[src/sre_pkg.sv]
// Constants, state codes and state record of the stack and return executor
package sre_pkg;
  // Opcodes handled by this block
  localparam logic [7:0] OP_WORD_POP = 8'h20;
  localparam logic [7:0] OP_PUSH_EA = 8'hE0;
  localparam logic [7:0] OP_WORD_PUSH = 8'hA0;
  localparam logic [7:0] OP_RET_CC = 8'h50;
  localparam logic [7:0] OP_RET_CS = 8'h58;
  localparam logic [7:0] OP_RET_EQ_S = 8'h7C;
  localparam logic [7:0] OP_RET_EQ_U = 8'h6C;
  localparam logic [7:0] OP_RESTORE = 8'h18;
  // Operand addressing mode codes from the operand decoder
  localparam logic [2:0] MODE_REGISTER = 3'h0;
  localparam logic [2:0] MODE_LITERAL = 3'h1;
  localparam logic [2:0] MODE_IMMEDIATE = 3'h2;
  localparam logic [2:0] MODE_EXPANDED = 3'h3;
  localparam logic [2:0] MODE_MEMORY = 3'h4;
  // Stack and frame geometry
  localparam logic [31:0] WORD_BYTES = 32'h00000004;
  localparam logic [31:0] FRAME_SP_OFS = 32'h0000001C;
  localparam logic [31:0] FRAME_REG_OFS = 32'h00000018;
  localparam logic [3:0] RS_LAST_REG = 4'h8;
  // Flag positions in the flag word
  localparam int FLAG_N = 3;
  localparam int FLAG_Z = 2;
  localparam int FLAG_C = 1;
  localparam int FLAG_V = 0;
  // Register map, byte addresses
  localparam logic [7:0] ADDR_FLAGS = 8'h00;
  localparam logic [7:0] ADDR_SP = 8'h04;
  localparam logic [7:0] ADDR_FP = 8'h08;
  localparam logic [7:0] ADDR_PC = 8'h0C;
  localparam logic [7:0] ADDR_STATUS = 8'h10;
  localparam logic [7:0] ADDR_MASK = 8'h14;
  localparam logic [7:0] ADDR_STATE = 8'h18;
  localparam logic [7:0] ADDR_GPR_BASE = 8'h40;
  localparam logic [7:0] ADDR_GPR_MASK = 8'hC0;
  // Event bits of status and mask
  localparam int EV_ILLEGAL = 0;
  localparam int EV_RETURN = 1;
  localparam int EV_DONE = 2;
  localparam int EV_W = 3;
  // Reset values
  localparam logic [31:0] SP_RST = 32'h00000000;
  localparam logic [31:0] FP_RST = 32'h00000000;
  localparam logic [31:0] PC_RST = 32'h00000000;
  localparam logic [3:0] FLAGS_RST = 4'h0;
  localparam logic [EV_W-1:0] MASK_RST = 3'h0;

  typedef enum logic [7:0] {
    ST_IDLE = 8'h01,
    ST_POP_RD = 8'h02,
    ST_POP_WR = 8'h04,
    ST_PUSH_WR = 8'h08,
    ST_RET_RD = 8'h10,
    ST_RS_FP = 8'h20,
    ST_RS_REG = 8'h40,
    ST_FINISH = 8'h80
  } sre_state_e;

  typedef struct packed {
    sre_state_e state;
    logic [31:0] sp;
    logic [31:0] fp;
    logic [31:0] pc;
    logic [3:0] flags;
    logic [3:0] pend_flags;
    logic [EV_W-1:0] status;
    logic [EV_W-1:0] mask;
    logic done;
    logic illegal;
    logic pc_load;
    logic [31:0] mem_addr;
    logic [31:0] mem_wdata;
    logic [2:0] dmode;
    logic [3:0] dreg;
    logic [31:0] dea;
    logic [3:0] rs_n;
    logic [31:0] new_fp;
    logic rd_gpr;
    logic [31:0] rdata_local;
  } sre_st_s;
endpackage

[src/sre_rf_if.sv]
// Port bundle between the executor and its register file
`timescale 1ns/1ps
interface sre_rf_if;
  logic we;
  logic [3:0] waddr;
  logic [31:0] wdata;
  logic [3:0] raddr;
  logic [31:0] rdata;
  modport ctl (output we, output waddr, output wdata, output raddr,
    input rdata);
  modport store (input we, input waddr, input wdata, input raddr,
    output rdata);
endinterface
[src/sre_cond.sv]
// Conditional return decode and condition test
`timescale 1ns/1ps
module sre_cond (
  input wire logic [7:0] op_code,
  input wire logic [3:0] flags,
  output logic is_ret,
  output logic take
);
  always_comb begin
    is_ret = 1'b1;
    take = 1'b0;
    case (op_code)
      sre_pkg::OP_RET_CC: take = ~flags[sre_pkg::FLAG_C]; // RQ10
      sre_pkg::OP_RET_CS: take = flags[sre_pkg::FLAG_C]; // RQ11
      sre_pkg::OP_RET_EQ_S,
      sre_pkg::OP_RET_EQ_U: take = flags[sre_pkg::FLAG_Z]; // RQ12
      default: is_ret = 1'b0;
    endcase
  end
endmodule

[src/sre_exec.sv]
// Stack, push, pop, conditional return and restore executor
//
// Added by the designer: the register offsets and the address-and-strobe port.
`timescale 1ns/1ps
// Operation
// RQ1 - Word pop stores the stack top word into the destination operand.
// RQ2 - Word pop with literal, expanded or immediate destination is illegal.
// RQ3 - Software never pops into the stack pointer; result undefined.
// RQ4 - Word pop sets N, Z from stored value, clears C and V.
// RQ5 - Push address stores operand effective address at top, advances SP.
// RQ6 - Push address: literal, register, expanded, immediate source illegal.
// RQ7 - Push address: N from address MSB, Z from source, C, V clear.
// RQ8 - Word push stores source, advances SP, sets N, Z, clears C, V.
// RQ9 - Word push with expanded source is illegal; other modes accepted.
// RQ10 - Return on carry clear loads PC from stack top when C is zero.
// RQ11 - Return on carry set loads PC from stack top when C is one.
// RQ12 - Both return on equal opcodes load PC when Z is one.
// RQ13 - Restore: SP = FP-28, FP = word at FP-28, registers from FP-24.
// RQ14 - Restore reloads registers from operand number up to register 8.
// RQ15 - Software gives restore a register operand numbered 0 through 9.
// RQ16 - Restore with expanded operand is illegal; flags always unchanged.
// RQ17 - Stack grows upward; push writes at SP then adds four.
module sre_exec (
  input wire logic mclk,
  input wire logic reset,
  input wire logic op_valid,
  output logic op_ready,
  input wire logic [7:0] op_code,
  input wire logic [2:0] op_mode,
  input wire logic [3:0] op_reg,
  input wire logic [31:0] op_ea,
  input wire logic [31:0] op_value,
  output logic done,
  output logic illegal_operand,
  output logic pc_load,
  output logic [31:0] pc_value,
  output logic mem_req,
  output logic mem_we,
  output logic [31:0] mem_addr,
  output logic [31:0] mem_wdata,
  input wire logic mem_ready,
  input wire logic [31:0] mem_rdata,
  input wire logic [7:0] bus_addr,
  input wire logic [31:0] bus_wdata,
  input wire logic bus_wr,
  input wire logic bus_rd,
  output logic [31:0] bus_rdata,
  output logic irq
);
  sre_pkg::sre_st_s s;
  sre_pkg::sre_st_s next_s;
  logic is_ret;
  logic take;
  logic [sre_pkg::EV_W-1:0] ev;
  logic [sre_pkg::EV_W-1:0] clr;

  sre_rf_if rf ();

  sre_regfile #(
    .DEPTH(16)
  ) u_rf (
    .mclk(mclk),
    .rf(rf)
  );

  sre_cond u_cond (
    .op_code(op_code),
    .flags(s.flags),
    .is_ret(is_ret),
    .take(take)
  );

  // Flag word for a stored word: N from value, Z from the zero input, C and V clear
  function automatic logic [3:0] nz_flags(input logic [31:0] val,
    input logic zero);
    logic [3:0] f;
    f = 4'h0;
    f[sre_pkg::FLAG_N] = val[31];
    f[sre_pkg::FLAG_Z] = zero;
    return f;
  endfunction

  function automatic logic bad_pop_mode(input logic [2:0] m);
    return m == sre_pkg::MODE_LITERAL || m == sre_pkg::MODE_EXPANDED ||
      m == sre_pkg::MODE_IMMEDIATE;
  endfunction

  function automatic logic bad_pushea_mode(input logic [2:0] m);
    return m == sre_pkg::MODE_LITERAL || m == sre_pkg::MODE_REGISTER ||
      m == sre_pkg::MODE_EXPANDED || m == sre_pkg::MODE_IMMEDIATE;
  endfunction

  always_comb begin
    next_s = s;
    next_s.done = 1'b0;
    next_s.illegal = 1'b0;
    next_s.pc_load = 1'b0;
    ev = '0;
    clr = '0;
    rf.we = 1'b0;
    rf.waddr = s.rs_n;
    rf.wdata = mem_rdata;
    rf.raddr = bus_addr[5:2];

    case (s.state)
      sre_pkg::ST_IDLE: begin
        if (op_valid) begin
          next_s.dmode = op_mode;
          next_s.dreg = op_reg;
          next_s.dea = op_ea;
          case (op_code)
            sre_pkg::OP_WORD_POP: begin
              if (bad_pop_mode(op_mode)) begin // RQ2
                next_s.illegal = 1'b1;
              end else begin
                // Top word sits just below SP on an upward stack
                next_s.mem_addr = s.sp - sre_pkg::WORD_BYTES; // RQ1
                next_s.state = sre_pkg::ST_POP_RD;
              end
            end
            sre_pkg::OP_PUSH_EA: begin
              if (bad_pushea_mode(op_mode)) begin // RQ6
                next_s.illegal = 1'b1;
              end else begin
                next_s.mem_addr = s.sp; // RQ17
                next_s.mem_wdata = op_ea; // RQ5
                next_s.pend_flags = nz_flags(op_ea,
                  op_value == 32'h00000000); // RQ7
                next_s.state = sre_pkg::ST_PUSH_WR;
              end
            end
            sre_pkg::OP_WORD_PUSH: begin
              if (op_mode == sre_pkg::MODE_EXPANDED) begin // RQ9
                next_s.illegal = 1'b1;
              end else begin
                next_s.mem_addr = s.sp; // RQ17
                next_s.mem_wdata = op_value; // RQ8
                next_s.pend_flags = nz_flags(op_value,
                  op_value == 32'h00000000); // RQ8
                next_s.state = sre_pkg::ST_PUSH_WR;
              end
            end
            sre_pkg::OP_RESTORE: begin
              if (op_mode == sre_pkg::MODE_EXPANDED) begin // RQ16
                next_s.illegal = 1'b1;
              end else begin
                next_s.mem_addr = s.fp - sre_pkg::FRAME_SP_OFS; // RQ13
                next_s.rs_n = op_reg; // RQ14
                next_s.state = sre_pkg::ST_RS_FP;
              end
            end
            default: begin
              if (is_ret && take) begin // RQ10 RQ11 RQ12
                next_s.mem_addr = s.sp - sre_pkg::WORD_BYTES;
                next_s.state = sre_pkg::ST_RET_RD;
              end else begin
                // False condition or foreign opcode: fall through
                next_s.done = 1'b1; // RQ10 RQ11 RQ12
                ev[sre_pkg::EV_DONE] = 1'b1;
              end
            end
          endcase
          if (next_s.illegal) begin
            next_s.done = 1'b1;
            ev[sre_pkg::EV_ILLEGAL] = 1'b1;
            ev[sre_pkg::EV_DONE] = 1'b1;
          end
        end
      end
      sre_pkg::ST_POP_RD: begin
        if (mem_ready) begin
          next_s.sp = s.sp - sre_pkg::WORD_BYTES;
          next_s.flags = nz_flags(mem_rdata,
            mem_rdata == 32'h00000000); // RQ4
          if (s.dmode == sre_pkg::MODE_REGISTER) begin
            rf.we = 1'b1; // RQ1
            rf.waddr = s.dreg;
            next_s.done = 1'b1;
            ev[sre_pkg::EV_DONE] = 1'b1;
            next_s.state = sre_pkg::ST_IDLE;
          end else begin
            next_s.mem_addr = s.dea; // RQ1
            next_s.mem_wdata = mem_rdata;
            next_s.state = sre_pkg::ST_POP_WR;
          end
        end
      end
      sre_pkg::ST_POP_WR: begin
        if (mem_ready) begin
          next_s.done = 1'b1;
          ev[sre_pkg::EV_DONE] = 1'b1;
          next_s.state = sre_pkg::ST_IDLE;
        end
      end
      sre_pkg::ST_PUSH_WR: begin
        if (mem_ready) begin
          next_s.sp = s.sp + sre_pkg::WORD_BYTES; // RQ17
          next_s.flags = s.pend_flags; // RQ7
          next_s.done = 1'b1;
          ev[sre_pkg::EV_DONE] = 1'b1;
          next_s.state = sre_pkg::ST_IDLE;
        end
      end
      sre_pkg::ST_RET_RD: begin
        if (mem_ready) begin
          next_s.pc = mem_rdata; // RQ10
          next_s.pc_load = 1'b1;
          next_s.done = 1'b1;
          ev[sre_pkg::EV_RETURN] = 1'b1;
          ev[sre_pkg::EV_DONE] = 1'b1;
          next_s.state = sre_pkg::ST_IDLE;
        end
      end
      sre_pkg::ST_RS_FP: begin
        if (mem_ready) begin
          next_s.new_fp = mem_rdata; // RQ13
          next_s.mem_addr = s.fp - sre_pkg::FRAME_REG_OFS; // RQ13
          if (s.rs_n <= sre_pkg::RS_LAST_REG) begin
            next_s.state = sre_pkg::ST_RS_REG;
          end else begin
            next_s.state = sre_pkg::ST_FINISH;
          end
        end
      end
      sre_pkg::ST_RS_REG: begin
        if (mem_ready) begin
          rf.we = 1'b1; // RQ14
          next_s.rs_n = s.rs_n + 4'h1;
          next_s.mem_addr = s.mem_addr + sre_pkg::WORD_BYTES;
          if (s.rs_n == sre_pkg::RS_LAST_REG) begin // RQ14
            next_s.state = sre_pkg::ST_FINISH;
          end
        end
      end
      sre_pkg::ST_FINISH: begin
        // SP and FP move together once the frame is read
        next_s.sp = s.fp - sre_pkg::FRAME_SP_OFS; // RQ13
        next_s.fp = s.new_fp; // RQ13
        next_s.done = 1'b1;
        ev[sre_pkg::EV_DONE] = 1'b1;
        next_s.state = sre_pkg::ST_IDLE;
      end
      default: begin
        // Stray state code: back to idle
        next_s.state = sre_pkg::ST_IDLE;
      end
    endcase

    // Register writes; core registers only while idle
    if (bus_wr) begin
      if (bus_addr == sre_pkg::ADDR_STATUS) begin
        clr = bus_wdata[sre_pkg::EV_W-1:0];
      end else if (bus_addr == sre_pkg::ADDR_MASK) begin
        next_s.mask = bus_wdata[sre_pkg::EV_W-1:0];
      end else if (s.state == sre_pkg::ST_IDLE && !op_valid) begin
        if (bus_addr == sre_pkg::ADDR_FLAGS) begin
          next_s.flags = bus_wdata[3:0];
        end else if (bus_addr == sre_pkg::ADDR_SP) begin
          next_s.sp = bus_wdata;
        end else if (bus_addr == sre_pkg::ADDR_FP) begin
          next_s.fp = bus_wdata;
        end else if (bus_addr == sre_pkg::ADDR_PC) begin
          next_s.pc = bus_wdata;
        end else if ((bus_addr & sre_pkg::ADDR_GPR_MASK) ==
          sre_pkg::ADDR_GPR_BASE) begin
          rf.we = 1'b1;
          rf.waddr = bus_addr[5:2];
          rf.wdata = bus_wdata;
        end
      end
    end
    // Hardware set wins over a same-cycle clear
    next_s.status = (s.status & ~clr) | ev;

    // Read data: local registers captured here, GPR from the file
    next_s.rd_gpr = 1'b0;
    next_s.rdata_local = 32'h00000000;
    if (bus_rd) begin
      if ((bus_addr & sre_pkg::ADDR_GPR_MASK) ==
        sre_pkg::ADDR_GPR_BASE) begin
        next_s.rd_gpr = 1'b1;
      end else begin
        case (bus_addr)
          sre_pkg::ADDR_FLAGS: next_s.rdata_local = {28'h0, s.flags};
          sre_pkg::ADDR_SP: next_s.rdata_local = s.sp;
          sre_pkg::ADDR_FP: next_s.rdata_local = s.fp;
          sre_pkg::ADDR_PC: next_s.rdata_local = s.pc;
          sre_pkg::ADDR_STATUS: next_s.rdata_local = {29'h0, s.status};
          sre_pkg::ADDR_MASK: next_s.rdata_local = {29'h0, s.mask};
          sre_pkg::ADDR_STATE: next_s.rdata_local = {24'h0, s.state};
          default: next_s.rdata_local = 32'h00000000;
        endcase
      end
    end
  end

  always_ff @(posedge mclk or posedge reset) begin
    if (reset) begin
      s <= '0;
      s.state <= sre_pkg::ST_IDLE;
      s.sp <= sre_pkg::SP_RST;
      s.fp <= sre_pkg::FP_RST;
      s.pc <= sre_pkg::PC_RST;
      s.flags <= sre_pkg::FLAGS_RST;
      s.mask <= sre_pkg::MASK_RST;
    end else begin
      s <= next_s;
    end
  end

  // Ready and memory strobes decoded from the state alone
  always_comb begin
    op_ready = 1'b0;
    mem_req = 1'b0;
    mem_we = 1'b0;
    case (s.state)
      sre_pkg::ST_IDLE: begin
        op_ready = 1'b1;
      end
      sre_pkg::ST_POP_RD,
      sre_pkg::ST_RET_RD,
      sre_pkg::ST_RS_FP,
      sre_pkg::ST_RS_REG: begin
        mem_req = 1'b1;
      end
      sre_pkg::ST_POP_WR,
      sre_pkg::ST_PUSH_WR: begin
        mem_req = 1'b1;
        mem_we = 1'b1;
      end
      default: begin
        op_ready = 1'b0;
      end
    endcase
  end

  assign done = s.done;
  assign illegal_operand = s.illegal;
  assign pc_load = s.pc_load;
  assign pc_value = s.pc;
  assign mem_addr = s.mem_addr;
  assign mem_wdata = s.mem_wdata;
  assign bus_rdata = s.rd_gpr ? rf.rdata : s.rdata_local;
  assign irq = |(s.status & s.mask);
endmodule

[src/sre_regfile.sv]
// General register file with registered read data
`timescale 1ns/1ps
module sre_regfile #(
  parameter int DEPTH = 16
) (
  input wire logic mclk,
  sre_rf_if.store rf
);
  logic [31:0] mem [DEPTH];
  logic [31:0] rdata_q;

  always_ff @(posedge mclk) begin
    if (rf.we) begin
      mem[rf.waddr] <= rf.wdata;
    end
    rdata_q <= mem[rf.raddr];
  end

  assign rf.rdata = rdata_q;
endmodule

[config.mk]
export PLATFORM = sky130hd
export DESIGN_NAME = sre_exec
export DESIGN_NICKNAME = d
export VERILOG_FILES = /design/src/sre_pkg.sv /design/src/sre_rf_if.sv /design/src/sre_cond.sv /design/src/sre_exec.sv /design/src/sre_regfile.sv
export SDC_FILE = /design/constraint.sdc
export NUM_CORES = 2
export LEC_CHECK = 0
export BUFFER_PORTS_ARGS = -buffer_cell sky130_fd_sc_hd__buf_2
export CORE_ASPECT_RATIO = 0.8
export CORE_MARGIN = 2
export CORE_UTILIZATION = 50
export CTS_CLUSTER_SIZE = 20
export DETAILED_ROUTE_END_ITERATION = 12
export PLACE_DENSITY = 0.68
export RECOVER_POWER = 25
export SYNTH_ARGS = -nofsm -noshare
export SYNTH_HDL_FRONTEND = slang
export SYNTH_SLANG_ARGS = --single-unit
[constraint.sdc]
create_clock -name mclk -period 14.8 [get_ports mclk]
set_input_delay 2.22 -clock mclk [delete_from_list [all_inputs] [get_ports mclk]]
set_output_delay 2.22 -clock mclk [all_outputs]
set_load 0.02 [all_outputs]
======== Word level (Yosys, flattened, before mapping) ========
Memories as Yosys holds them, arrays and structs flattened. A register that Yosys moved wholly into a read port is not among the register bits.
Index checks and enable logic that the tools add are counted.
operators by class
  add/subtract/negate cells ............... 6
  $lt $le $gt $ge ......................... 1
  eq/ne operators ......................... 45
  muxes and demuxes ....................... 123
  bitwise gates (word level) .............. 6
  reduce and logical (&&, ||, !) cells .... 34
operators with widths
  cell                                                                   number
  32-bit two-way mux                                                     23
  100-bit two-way mux                                                    4
  64-bit two-way mux                                                     5
  32-bit one-hot mux with 4 select lines                                 2
  32-bit one-hot mux with 7 select lines                                 1
  32-bit one-hot mux with 2 select lines                                 2
  107-bit two-way mux                                                    1
  96-bit two-way mux                                                     1
  32-bit one-hot mux with 3 select lines                                 1
  8-bit two-way mux                                                      11
  4-bit two-way mux                                                      20
  40-bit two-way mux                                                     2
  32-bit by 3-bit adder with 32-bit output, second input constant        2
  32-bit logical NOT                                                     2
  32-bit by 5-bit subtractor with 32-bit output, second input constant   2
  8-bit one-hot mux with 6 select lines                                  1
  8-bit by 5-bit equality test with 1-bit output, second input constant  5
  8-bit by 7-bit equality test with 1-bit output, second input constant  5
  1-bit two-way mux                                                      34
  33-bit two-way mux                                                     1
  8-bit one-hot mux with 4 select lines                                  1
  32-bit by 3-bit subtractor with 32-bit output, second input constant   1
  8-bit by 4-bit equality test with 1-bit output, second input constant  3
  8-bit equality test, second input constant                             3
  other kinds (43)                                                       82
word-level totals
  flip-flop bits (word level) ............. 293
  RAM bits ................................ 512
  input port bits ......................... 157
  output and inout bits ................... 135
  memories kept ........................... 1
memories
  name      depth  width  read ports  clocked after memory_dff  write ports  RTL line          source
  u_rf.mem  16     32     1           1                         1            sre_regfile.sv:9  logic [31:0] mem [DEPTH];

======== Logic depth before layout (Yosys ltp) ========
  depth in word-level cells ............... 15
  mapped depth ............................ 11

======== Modules after synthesis ========
Synthesis repeated with hierarchy kept, for this count alone.
second synthesis, totals
  cells, all modules ...................... 3,060
  area total of the unflattened synthesis .. 39,584.2 um2
modules (own cells, without submodules)
  module       times used  cells an instance  area each (um2)  seq. area each (um2)
  sre_regfile  1           838                19,835.3         16,015.4
  sre_exec     1           2,213              19,685.1         7,283.2
  sre_cond     1           9                  63.8             0.0

======== Worst setup path after synthesis ========
Ideal clock, no wire load.
  kind .................................... in2reg
  start point ............................. input bus_addr[2]
  end point ............................... memory u_rf.mem[1][0] (enable)
  setup time .............................. 421 ps
  data arrival time ....................... 5,193 ps
  data required time ...................... 14,379 ps
  slack ................................... 9,186 ps
  cell stages on the path ................. 8
  buffers on the path ..................... 4
  path through ............................ clkbuf_1 > buf_2 > buf_1 > buf_2 > nand2_1 > o21ai_1 > o21ai_0 > nor2_1
between the ends
  longest elaborated chain between the ends .. 11
  elaborated cells between the ends (all ways) .. 25
RTL lines
  element                                         RTL line           source
  start: declaration                              sre_exec.sv:43     input wire logic [7:0] bus_addr,
  8-bit by 4-bit equality test with 1-bit output  sre_exec.sv:262    end else if (bus_addr == sre_pkg::ADDR_PC) begin
  1-bit two-way mux                               sre_exec.sv:262
  1-bit two-way mux                               sre_exec.sv:260    end else if (bus_addr == sre_pkg::ADDR_FP) begin
  1-bit two-way mux                               sre_exec.sv:258    end else if (bus_addr == sre_pkg::ADDR_SP) begin
  1-bit two-way mux                               sre_exec.sv:256    if (bus_addr == sre_pkg::ADDR_FLAGS) begin
  1-bit two-way mux                               sre_exec.sv:255    end else if (s.state == sre_pkg::ST_IDLE && !op_valid) begin
  1-bit two-way mux                               sre_exec.sv:253    end else if (bus_addr == sre_pkg::ADDR_MASK) begin
  1-bit two-way mux                               sre_exec.sv:251    if (bus_addr == sre_pkg::ADDR_STATUS) begin
  1-bit two-way mux                               sre_exec.sv:250    if (bus_wr) begin
  1-bit two-way mux                               sre_regfile.sv:13  if (rf.we) begin
  1-bit two-way mux (not written as such)         sre_regfile.sv:14  mem[rf.waddr] <= rf.wdata;
  end: declaration                                sre_regfile.sv:9
Parallel ways exist; a longest one is shown, timed or not.

==> metrics <==
commonest non-fill, non-tap cell in the layout edfxtp_1; CTS tree built; vias in the first global route 26049; failing checks max-capacitance violations, max-slew violations; I/O Pins 292; Simple-Gate Fraction of Synth Area 8.51%; RSZ-0062 raised after global routing false; Die Y 255 um; worst-margin pin slew 4710 ps; cts hold-fix bufs 0; CTS resizes 0; delay of the slowest critical-path stage 2550 ps; worst ir drop on vdd 0.0927 mV; Switching Share 29.2%; top cells by area, synth edfxtp_1, dfrtp_1, mux4_2; Pwr Density 137 nW/um^2; Final Hold Vio Count 0; Synth area leader edfxtp_1; Pint 4.23 mW; final instance area 43500 um^2; Synth Area in Adders 0.223%; Antenna Nets Post-Route 0; crit path max fanout 63; max_cap viols 10; Post-synth top flop edfxtp_1; Nets 3225; mux share of post-synthesis cell area 16.9%; DP Area 41000 um^2; htree depth 3; Min Clock Period, post-route 9160 ps; dominant combinational cell family by area after synthesis multiplexers; WP buf/inv 4; Seq pwr share 49.0%; Compound-Gate Fraction of Synth Area 9.23%; total grt overflow 0; DR WL/cell 28.7 um; Clock Tree Buf Depth 3; HP Class flop to flop; Max Freq 0.109 GHz; ys async rst share 34.9%; Post CTS Setup Buffer Count 0; Final setup viols 0; status complete, but fails checks; root buf cell clkbuf_16; DRC Markers 0; hpwl dp 82600 um; NetSw 1.74 mW; Min Hold Slack 489 ps; share of the synthesized area in the top cell type 39.1%; Clock Skew 26.5 ps; CP Class primary input to flop; Yosys warnings 0; critical path endpoint category flop; initial cell density of the core 50.8%; Reg clk slew, reported paths 60 ps; first-pass GRT wire length 174000 um; Worst EP required 15360 ps; Worst-Skew Late Latency 650 ps; full die area 81000 um^2; startpoint types primary input; fraction of layout cells with a size suffix above 1 24.3%; Setup TNS 0 ps; Vias 27188; PortBufs 291; XOR/XNOR Fraction of Synth Area 1.65%; 1st-pass router iterations 8; DR vias/cell 6.54; CP delay by family, top buffers and inverters; largest net degree at the start of global routing 99; violation count after the first detailed-route iteration 3866; register area share after synthesis 59.2%; fin crit share 61.9%; Combinational Power Share 15.8%; post-synthesis cell count 2952; Net Count, Synth 3116; Num CTS Buffers 82; worst setup margin 5640 ps; Clock Sinks 835; Clock power frac 35.2%; Synth Cell Area 39400 um^2; EDFF count, synth 512; initial antenna violation count 5; Syn Area/Cell 13.3 um^2; most frequent cells in the layout edfxtp_1, dfrtp_1, nor2_1; core area 77500 um^2; CP max stage cell clkbuf_1; leakage 15.6 nW; Core Rows 91; Final Max Tran Viols 523; Cell variety after synth 86; Total GRT Usage 28.9%; FF+latch count, synth 835; Routed WL 119000 um; Die Span X 318 um; Area growth, synth to finish 10.7%; Final Wtd Congestion 0.957; critical path arrival 9720 ps; CP most frequent cell clkbuf_1; Post-Place Setup Slack 8670 ps; Max-slew headroom -216%; Critical Path, Cell by Cell clkbuf_1 > clkbuf_1 > nor2b_2 > clkbuf_1 > nand4_1 > buf_4 > o41ai_1 > a211oi_1 > a21oi_1
## metal layers
layer	global-route usage, %	part of all wire [%]	vias to the layer above
met5	0	0	-
met4	8.56	3.1	0
met3	6.88	10	204
met2	42.1	44	1643
met1	43.4	43	13858
li1	-	-	11483
## layout make-up
| class | count | area [um^2] |
|---|---|---|
| clock buffers | 119 | 2380 |
| clock inverters | 35 | 305 |
| fillers | 6167 | 34000 |
| multi-input cells | 1782 | 14500 |
| well taps | 1023 | 1280 |
| diodes | 1 | 2.50 |
| repair buffers | 339 | 1660 |
| flip-flops and latches | 835 | 23300 |
| inverters | 21 | 80.1 |
## through the flow
stage	cells	util [%]	total power, mW
CTS	4154	56.4	5.98
finish	4155	56.2	5.96
floorplan	2952	-	3.62
global placement	4000	52.9	3.87
global route	4154	56.2	6.16
detailed placement	4000	52.9	3.90
## power groups by stage
stage / clock (mW) / combinational (mW) / sequential (mW)
6_report: 2.10 / 0.945 / 2.92
5_1_grt: 2.21 / 1.01 / 2.94
4_1_cts: 2.12 / 0.957 / 2.90
3_5_place_dp: 0 / 0.952 / 2.95
3_3_place_gp: 0 / 0.931 / 2.94
2_1_floorplan: 0 / 0.806 / 2.82
## synth_stat cells, types with 6 or more instances
cell,instances
a22o_1,16
xor2_1,36
a21oi_1,153
a221o_1,9
or3_1,15
clkbuf_1,157
edfxtp_1,512
buf_1,27
xnor2_1,38
o221ai_1,12
nor3_1,49
buf_2,31
nand2_1,177
a31oi_1,35
o21ai_0,127
nand2b_1,11
ha_1,7
dfxtp_1,32
o21ai_1,6
o211ai_1,10
nor2b_1,9
or4_1,9
mux4_2,164
nor4_1,51
nand3_1,47
a222oi_1,8
dfrtp_1,290
a22oi_1,89
buf_4,96
a221oi_1,15
nor2_1,241
a21o_1,9
nand4_1,24
and3_1,28
mux2i_1,73
o22ai_1,16
or2_2,6
inv_1,21
o31ai_1,7
mux2_2,198
## worst paths after layout
check / start / end / slack [ps] / depth (start not counted)
worst max-delay path: bus_addr[2] / s[284] / 5640 / 9
worst min-delay path: s[107] / s[107] / 490 / 2
worst max register to register: s[287] / mem_wdata[22] / 9070 / 7
worst min register to register: s[107] / s[107] / 490 / 2
max in group asynchronous: reset / s[76] / 6330 / 3
min in group asynchronous: reset / s[222] / 2980 / 2
## sequential cells by signal (all words and copies together), names as in the netlist
name / cells
mem_wdata: 32
mem_addr: 32
done: 1
s: 192
u_rf.mem: 512
pc_value: 32
pc_load: 1
illegal_operand: 1
u_rf.rf.rdata: 32
## tightest hold or removal path, delay by kind of cell, from the launching register on
kind | cells | cell delay [ps]
DFF | 1 | 340
AOI/OAI and AO/OA | 1 | 60
and+or+nand+nor | 1 | 40
## kinds of logic (layout without fill, tap and decap cells)
logic type,after synthesis,in the layout
adders and majority gates,7,7
muxes,435,435
xor gates and xnor gates,74,74
DFF,835,835
other,0,1
AOI/OAI and AO/OA,563,563
buffers and inverters,335,514
and+or+nand+nor,703,703
Note: power is estimated with default switching activity, not from simulation.
